[src/hw/dca_pkg.sv]
/*
  Shared constants for the DDR2 command/address/CKE input decoder.
  Assumes one clock domain driven by clk_sys; pins are synchronised.
*/
package dca_pkg;
  // ----------------------------------------------------------------
  // Geometry
  // ----------------------------------------------------------------
  localparam int ADDR_W   = 14;
  localparam int BANK_W   = 2;
  localparam int MRSEL_W  = 3;
  localparam int NBANK    = 4;
  localparam int NMR      = 4;
  localparam int AP_BIT   = 10;
  localparam int COL_W    = 12;
  // ----------------------------------------------------------------
  // Command codes {ras_n, cas_n, we_n}
  // ----------------------------------------------------------------
  localparam logic [2:0] CMD_MRS = 3'h0;
  localparam logic [2:0] CMD_REF = 3'h1;
  localparam logic [2:0] CMD_PRE = 3'h2;
  localparam logic [2:0] CMD_ACT = 3'h3;
  localparam logic [2:0] CMD_WR  = 3'h4;
  localparam logic [2:0] CMD_RD  = 3'h5;
  localparam logic [2:0] CMD_NOP = 3'h7;
  // ----------------------------------------------------------------
  // Power states
  // ----------------------------------------------------------------
  typedef enum logic [1:0] {
    DCA_ACTIVE, DCA_PPD, DCA_APD, DCA_SREF
  } dca_pwr_t;
endpackage

[src/hw/dca_if.sv]
/*
  Decoded command bundle passed from decoder to bank tracker.
  Assumes both ends share clk_sys.
*/
interface dca_cmd_if;
  logic                        act;  // Activate pulse
  logic                        pre;  // Precharge pulse
  logic                        pre_all; // Precharge every bank
  logic                        ap;   // Auto precharge on access
  logic                        acc;  // Read or write pulse
  logic [dca_pkg::BANK_W-1:0]  bank; // Target bank
  logic [dca_pkg::ADDR_W-1:0]  row;  // Row to open
  logic [dca_pkg::NBANK-1:0]   open; // Banks holding an open row

  modport src (output act, pre, pre_all, ap, acc, bank, row, input open);
  modport dst (input act, pre, pre_all, ap, acc, bank, row, output open);
endinterface

[src/hw/dca_bank.sv]
/*
  Per-bank open-row tracker.
  Assumes decoded pulses arrive one cycle wide from the decoder.
*/
module dca_bank #(
  parameter int NBANK  = dca_pkg::NBANK,
  parameter int ADDR_W = dca_pkg::ADDR_W
) (
  input  wire logic clk_sys, // System clock
  input  wire logic rst_n,   // Async reset, active low
  input  wire logic clk_en,  // Freezes state when low
  dca_cmd_if.dst    cmd      // Decoded commands
);
  logic [NBANK-1:0]  open_q;
  logic [NBANK-1:0]  open_d;
  logic [ADDR_W-1:0] row_q [NBANK];
  logic [ADDR_W-1:0] row_d [NBANK];

  // ----------------------------------------------------------------
  // Next open state
  // ----------------------------------------------------------------
  always_comb begin
    open_d = open_q;
    row_d  = row_q;
    if (cmd.act) begin
      open_d[cmd.bank] = 1'b1;
      row_d[cmd.bank]  = cmd.row;
    end
    if (cmd.pre) begin
      if (cmd.pre_all) begin
        open_d = '0;
      end else begin
        open_d[cmd.bank] = 1'b0;
      end
    end
    // Auto precharge closes the row right after the access
    if (cmd.acc && cmd.ap) begin
      open_d[cmd.bank] = 1'b0;
    end
  end

  // Register open state
  always_ff @(posedge clk_sys or negedge rst_n) begin
    if (!rst_n) begin
      open_q <= '0;
      for (int i = 0; i < NBANK; i++) begin
        row_q[i] <= '0;
      end
    end else if (clk_en) begin
      open_q <= open_d;
      row_q  <= row_d;
    end
  end

  assign cmd.open = open_q;
endmodule

[src/hw/dca_top.sv]
/*
  DDR2 device-side command, address, bank and CKE input decoder.
  Assumes ck pin is sampled by clk_sys well above the pin clock rate;
  all pins pass two flip-flops first.
*/
module dca_top #(
  parameter int ADDR_W = dca_pkg::ADDR_W,
  parameter int BANK_W = dca_pkg::BANK_W
) (
  input  wire logic                   clk_sys,   // System clock
  input  wire logic                   rst_n,     // Async reset, low
  input  wire logic                   clk_en,    // Freezes all state
  input  wire logic                   ck,        // Pin clock true
  input  wire logic                   ck_n,      // Pin clock complement
  input  wire logic                   cke,       // Pin clock enable
  input  wire logic                   cs_n,      // Pin chip select
  input  wire logic                   ras_n,     // Pin row strobe
  input  wire logic                   cas_n,     // Pin column strobe
  input  wire logic                   we_n,      // Pin write enable
  input  wire logic [BANK_W:0]        ba,        // Pin bank address
  input  wire logic [ADDR_W-1:0]      addr,      // Pin address
  input  wire logic                   odt,       // Pin termination
  output logic                        act_p,     // Activate pulse
  output logic                        rd_p,      // Read pulse
  output logic                        wr_p,      // Write pulse
  output logic                        pre_p,     // Precharge pulse
  output logic                        ref_p,     // Refresh pulse
  output logic [BANK_W-1:0]           bank_o,    // Command bank
  output logic [ADDR_W-1:0]           row_o,     // Latched row
  output logic [dca_pkg::COL_W-1:0]   col_o,     // Start column
  output logic                        ap_o,      // Auto precharge
  output logic                        pre_all_o, // Precharge all
  output logic [dca_pkg::NMR*ADDR_W-1:0] mr_o,   // Mode registers
  output logic [dca_pkg::NBANK-1:0]   open_o,    // Open banks
  output logic                        clk_on_o,  // Internal clocking on
  output logic                        odt_o,     // Termination enable
  output dca_pkg::dca_pwr_t           pwr_o      // Power state
);
  localparam int PW = 8 + BANK_W + 1 + ADDR_W;

  // ----------------------------------------------------------------
  // Pin synchronisers
  // ----------------------------------------------------------------
  logic [PW-1:0] s1_q;
  logic [PW-1:0] s2_q;
  logic          ck_d1_q;
  logic          cke_lat_q;
  logic          cke_lat_d;
  logic          tick;
  logic          cke_s;

  // Two-stage capture of every pin; first stage read only by second
  always_ff @(posedge clk_sys or negedge rst_n) begin
    if (!rst_n) begin
      s1_q <= '0;
      s2_q <= '0;
    end else if (clk_en) begin
      s1_q <= {ck, ck_n, cke, cs_n, ras_n, cas_n, we_n, odt, ba, addr};
      s2_q <= s1_q;
    end
  end

  wire logic            ck_s    = s2_q[PW-1];
  wire logic            ckn_s   = s2_q[PW-2];
  assign                cke_s   = s2_q[PW-3];
  wire logic            cs_s    = s2_q[PW-4];
  wire logic [2:0]      rcw_s   = s2_q[PW-5 -: 3];
  wire logic            odt_s   = s2_q[PW-8];
  wire logic [BANK_W:0] ba_s    = s2_q[ADDR_W +: BANK_W+1];
  wire logic [ADDR_W-1:0] a_s   = s2_q[ADDR_W-1:0];

  // Rising crossing: true goes high while complement is low
  assign tick = ck_s && !ckn_s && !ck_d1_q;

  // Latched CKE only updates on a crossing
  always_comb begin
    cke_lat_d = cke_lat_q;
    if (tick) begin
      cke_lat_d = cke_s;
    end
  end

  always_ff @(posedge clk_sys or negedge rst_n) begin
    if (!rst_n) begin
      ck_d1_q   <= 1'b0;
      cke_lat_q <= 1'b0;
    end else if (clk_en) begin
      ck_d1_q   <= ck_s;
      cke_lat_q <= cke_lat_d;
    end
  end

  // ----------------------------------------------------------------
  // Command decode and power state
  // ----------------------------------------------------------------
  dca_cmd_if bus ();
  dca_pkg::dca_pwr_t pwr_q, pwr_d;
  logic act_d, rd_d, wr_d, pre_d, ref_d, ap_d, pall_d, mrs_d;
  logic act_q, rd_q, wr_q, pre_q, ref_q, ap_q, pall_q, odt_q, clk_on_q;
  logic [BANK_W-1:0]  bank_q, bank_d;
  logic [ADDR_W-1:0]  row_q, row_d;
  logic [dca_pkg::COL_W-1:0] col_q, col_d;
  logic [ADDR_W-1:0]  mr_q [dca_pkg::NMR];
  logic [ADDR_W-1:0]  mr_d [dca_pkg::NMR];
  logic               dec_en;
  logic               sref_cmd;
  logic               odt_d;
  logic               clk_on_d;

  // Commands decode only when powered up, clocked and selected
  always_comb begin
    dec_en = tick && cke_s && cke_lat_q && pwr_q == dca_pkg::DCA_ACTIVE
             && !cs_s;
    act_d  = 1'b0;
    rd_d   = 1'b0;
    wr_d   = 1'b0;
    pre_d  = 1'b0;
    ref_d  = 1'b0;
    mrs_d  = 1'b0;
    sref_cmd = 1'b0;
    if (tick && !cs_s && rcw_s == dca_pkg::CMD_REF && !cke_s &&
        cke_lat_q && pwr_q == dca_pkg::DCA_ACTIVE) begin
      sref_cmd = 1'b1;
    end
    if (dec_en) begin
      case (rcw_s)
        dca_pkg::CMD_ACT: act_d = 1'b1;
        dca_pkg::CMD_RD:  rd_d  = 1'b1;
        dca_pkg::CMD_WR:  wr_d  = 1'b1;
        dca_pkg::CMD_PRE: pre_d = 1'b1;
        dca_pkg::CMD_REF: ref_d = 1'b1;
        dca_pkg::CMD_MRS: mrs_d = 1'b1;
        default: ;
      endcase
    end
    ap_d   = (rd_d || wr_d) ? a_s[dca_pkg::AP_BIT] : ap_q;
    pall_d = pre_d ? a_s[dca_pkg::AP_BIT] : pall_q;
    bank_d = (act_d || rd_d || wr_d || pre_d) ?
             ba_s[BANK_W-1:0] : bank_q;
    row_d  = act_d ? a_s : row_q;
    col_d  = (rd_d || wr_d) ? {a_s[11], a_s[9:0], 1'b0} >> 1 : col_q;
    mr_d   = mr_q;
    if (mrs_d) begin
      mr_d[ba_s[BANK_W-1:0]] = a_s;
    end
  end

  // Power state follows sampled CKE; self-refresh exit is unclocked
  always_comb begin
    pwr_d = pwr_q;
    case (pwr_q)
      dca_pkg::DCA_ACTIVE: begin
        if (sref_cmd) begin
          pwr_d = dca_pkg::DCA_SREF;
        end else if (tick && !cke_s && cke_lat_q) begin
          pwr_d = (|bus.open) ? dca_pkg::DCA_APD
                              : dca_pkg::DCA_PPD;
        end
      end
      dca_pkg::DCA_PPD, dca_pkg::DCA_APD: begin
        if (tick && cke_s) begin
          pwr_d = dca_pkg::DCA_ACTIVE;
        end
      end
      dca_pkg::DCA_SREF: begin
        if (cke_s) begin
          pwr_d = dca_pkg::DCA_ACTIVE;
        end
      end
      default: pwr_d = dca_pkg::DCA_ACTIVE;
    endcase
    // ODT alive in power-down, not in self refresh; keyed to the
    // next state so termination drops on the very entry edge
    odt_d    = (pwr_d == dca_pkg::DCA_SREF) ? 1'b0 : odt_s;
    clk_on_d = cke_lat_d && pwr_d == dca_pkg::DCA_ACTIVE;
  end

  // Register decode results and state
  always_ff @(posedge clk_sys or negedge rst_n) begin
    if (!rst_n) begin
      pwr_q    <= dca_pkg::DCA_PPD;
      act_q    <= 1'b0;
      rd_q     <= 1'b0;
      wr_q     <= 1'b0;
      pre_q    <= 1'b0;
      ref_q    <= 1'b0;
      ap_q     <= 1'b0;
      pall_q   <= 1'b0;
      bank_q   <= '0;
      row_q    <= '0;
      col_q    <= '0;
      odt_q    <= 1'b0;
      clk_on_q <= 1'b0;
      for (int i = 0; i < dca_pkg::NMR; i++) begin
        mr_q[i] <= '0;
      end
    end else if (clk_en) begin
      pwr_q    <= pwr_d;
      act_q    <= act_d;
      rd_q     <= rd_d;
      wr_q     <= wr_d;
      pre_q    <= pre_d;
      ref_q    <= ref_d;
      ap_q     <= ap_d;
      pall_q   <= pall_d;
      bank_q   <= bank_d;
      row_q    <= row_d;
      col_q    <= col_d;
      mr_q     <= mr_d;
      odt_q    <= odt_d;
      clk_on_q <= clk_on_d;
    end
  end

  // ----------------------------------------------------------------
  // Bank tracker
  // ----------------------------------------------------------------
  assign bus.act     = act_d;
  assign bus.pre     = pre_d;
  assign bus.pre_all = a_s[dca_pkg::AP_BIT];
  assign bus.ap      = a_s[dca_pkg::AP_BIT];
  assign bus.acc     = rd_d || wr_d;
  assign bus.bank    = ba_s[BANK_W-1:0];
  assign bus.row     = a_s;

  dca_bank u_bank (
    .clk_sys (clk_sys),
    .rst_n   (rst_n),
    .clk_en  (clk_en),
    .cmd     (bus)
  );

  // Outputs straight from flip-flops
  assign act_p     = act_q;
  assign rd_p      = rd_q;
  assign wr_p      = wr_q;
  assign pre_p     = pre_q;
  assign ref_p     = ref_q;
  assign bank_o    = bank_q;
  assign row_o     = row_q;
  assign col_o     = col_q;
  assign ap_o      = ap_q;
  assign pre_all_o = pall_q;
  assign open_o    = bus.open;
  assign clk_on_o  = clk_on_q;
  assign odt_o     = odt_q;
  assign pwr_o     = pwr_q;
  assign mr_o      = {mr_q[3], mr_q[2], mr_q[1], mr_q[0]};
endmodule

[config.mk]
export PLATFORM = sky130hd
export DESIGN_NAME = dca_top
export DESIGN_NICKNAME = d
export VERILOG_FILES = /design/src/hw/dca_pkg.sv /design/src/hw/dca_if.sv /design/src/hw/dca_bank.sv /design/src/hw/dca_top.sv
export SDC_FILE = /design/constraint.sdc
export NUM_CORES = 1
export LEC_CHECK = 0
export ABC_AREA = 1
export ABC_CLOCK_PERIOD_IN_PS = 2200
export CAP_MARGIN = 30
export CORE_ASPECT_RATIO = 0.8
export CORE_MARGIN = 3
export CORE_UTILIZATION = 60
export CTS_BUF_LIST = sky130_fd_sc_hd__clkbuf_4
export CTS_CLUSTER_SIZE = 8
export DETAILED_ROUTE_END_ITERATION = 7
export DONT_BUFFER_PORTS = 1
export PLACE_DENSITY = 0.84
export RECOVER_POWER = 50
export SYNTH_ARGS = -nofsm -noshare
export SYNTH_HDL_FRONTEND = slang
export SYNTH_SLANG_ARGS = --single-unit
export TNS_END_PERCENT = 50
[constraint.sdc]
create_clock -name clk_sys -period 2.2 [get_ports clk_sys]
set_clock_uncertainty 0.05 [all_clocks]
set_input_delay 0.44 -clock clk_sys [delete_from_list [all_inputs] [get_ports clk_sys]]
set_output_delay 0.44 -clock clk_sys [all_outputs]
set_load 0.02 [all_outputs]
==> run metrics <==
Placer Congestion 0.8953; Die Height 94.15 um; post-CTS setup buffer count 0; Yosys cell types 26; ANT cells 0; post-synthesis mux area share 0; layout cell share with drive strength beyond 1 0.07934; Routed Wire Length 13,930 um; switch share 0.2843; syn_nets 660; largest family of logic cells by synthesized area simple AND/OR/NAND/NOR gates; CTS tree done; worst path cell trace inv_1 -> ha_1 -> inv_1 -> nor2_4 -> nand4_1 -> nand2_1 -> nand2_1 -> buf_4 -> nand2_1 -> o21ai_0; hpwl dp 9038 um; Die ar. 10,940 um^2; core area 9270 um^2; status finished, violations left; CTS Buf Count 17; sequential area share after synthesis 0.6357; Simple-Gate Fraction of Synth Area 0.2091; RSZ-0062 raised after global routing no; post-synthesis cell area 5828 um^2; Worst-path clk slew 120 ps; yosys warns 0; DR DRC count 0; internal power 0.003864 W; crit-path most repeated cell nand2_1; worst endpoint required time 2590 ps; global route total overflow 0; commonest non-fill, non-tap cell in the layout nand2_1; Combinational Power Share 0.104; Fillers 688; non-filler cells, final 783; final number of hold-violating endpoints 148; Critical Path AT 2460 ps; Slowest-stage cell, CP dfstp_2; vias per cell 5.621; crit path time final 2064 ps; area leader, netlist dfrtp_1; I/O Pins 127; most frequent cells in the layout nand2_1, dfrtp_1, o21ai_1; f_max 484.4 MHz; P_sw 0.001535 W; complex-gate fraction of the synthesized area 0.1039; FP Rows 31; max cap viols 0; CTS root buffer clkbuf_4; wire length per cell 17.79 um; first-pass GRT wire length 22,090 um; Detail Route Antenna Nets 0; Avg Cell Area, Syn 9.266 um^2; Starting Density 0.6287; flops & latches, synth 148; crit path max fanout 24; P_leak 3.135 nW; Sequential Power Share 0.571; Pins Over Slew Limit 0; largest cells by area after synthesis dfrtp_1, nand2_1, o21ai_1; Worst-Margin Slew 651.5 ps; PnR Total Power 0.005399 W; post-synth top area share 0.6312; failing checks hold timing; Placed Area 5921 um^2; Clk network pwr share 0.325; number of iterations in the first detailed-routing pass 5; crit-path max cell delay 650 ps; Layout Nets 686; fin area 6490 um^2; Placed Cells 726; Setup TNS 0 ps; number of port buffers 0; largest net degree at the start of global routing 149; via count 4,401; initial antenna violation count 0; Die Wd 116.2 um; worst relative slew slack 0.5657; Initial DRC Count 454; fin crit share 0.9383; total track usage 0.2704; CTS Hold Bufs 25; hold crit path type input pin to async pin; area share of fa/ha/maj cells after synthesis 0.006441; area of the multi-input gates 1871 um^2; Final setup viols 0; CTS Sinks 148; clock latency on the worst-skew pair 530 ps; Peak supply drop 0.5041 mV; number of global-route vias before repair 4,230; CP Class flop to flop; Area Growth Syn to Fin 11.36%; worst hold slack -455.2 ps; H-tree lvl count 4; Power Density 831.9 nW/um^2; register area 3705 um^2; post-synthesis instance total 629; endpoint class of the critical path flop; Clock Tree Buf Depth 2; post-synthesis xor/xnor area fraction 0; nature of the critical path startpoint flop
path summary, 6_finish.rpt:
path                       startpoint            endpoint  slack [ps]  cells past startpoint
min reg2reg                  s1_q[12]            s1_q[12]         430                      2
max in group asynchronous       rst_n            s1_q[24]        2300                      0
min in group clk_sys           clk_en               odt_o          40                      4
max reg2reg                  pwr_o[0]            col_o[6]         140                     10
min                             rst_n  u_bank.cmd.open[2]        -460                      0
max                          pwr_o[0]            col_o[6]         140                     10
routing by layer:
metal | wire length (um) | vias to the layer above | track usage
met5 | 0 | - | 0
met4 | 301 | 0 | 0.09662
met3 | 1222 | 31 | 0.07856
met2 | 6682 | 204 | 0.4181
met1 | 5721 | 2080 | 0.3671
li1 | - | 2086 | -
cell usage after synthesis (all sizes together):
cell type / count
inv: 35
nand3: 20
conb: 1
clkbuf: 12
ha: 3
nand2: 222
nor4: 1
dfrtp: 147
a21boi: 1
o211ai: 1
nand4: 9
o31ai: 1
dfstp: 1
nand3b: 1
nor2: 42
o21ai: 98
buf: 16
a21oi: 17
o21bai: 1
layout make-up:
type | count | area share
Clock buffer | 19 | 0.02198
Clock inverter | 13 | 0.02429
Inverter | 35 | 0.02024
Multi-Input combinational cell | 418 | 0.2882
Sequential cell | 148 | 0.5709
Tap cell | 115 | 0.02217
Timing Repair Buffer | 35 | 0.05225
worst max-delay path: cells and delay by family, from the launching register on:
family	cells	cell delay (ps)
adder cells (fa/ha/maj)	1	200
buffers and inverters	3	420
AO/OA/AOI/OAI	1	80
flip-flops	1	650
AND/OR/NAND/NOR	5	580
registers in the layout (all words and copies together) (netlist names), 2 cells and up:
signal / flops
bank_o: 2
mr_o: 56
u_bank.cmd.open: 4
col_o: 11
s2_q: 24
pwr_o: 2
row_o: 14
s1_q: 24
what timing repair did:
action	CTS	global route
endpoints found under the setup margin	0	57
gates resized for setup	0	1
endpoints found under the hold margin	200	148
kinds of logic after synthesis:
family	count (synthesis)
simple gates	295
flops	148
compound gates	119
buf+inv	63
fa+ha+maj	3
other cells	1
metrics by stage:
stage | worst slack, ps | util
final | 135.7 | 0.7001
after global placement | 197.0 | 0.6387
after global routing | 13.23 | 0.7001
after CTS | 103.3 | 0.7000
after detailed placement | 122.9 | 0.6387
after floorplan | 173.7 | -
power by group through the flow:
stage | clock network [W] | registers [W] | logic [W]
finish | 0.00176 | 0.00308 | 0.000561
global route | 0.00191 | 0.00310 | 0.000629
CTS | 0.00178 | 0.00308 | 0.000546
detailed placement | 0 | 0.00313 | 0.000488
global placement | 0 | 0.00312 | 0.000452
floorplan | 0 | 0.00310 | 0.000365
Power figures use the tool's default switching activity.
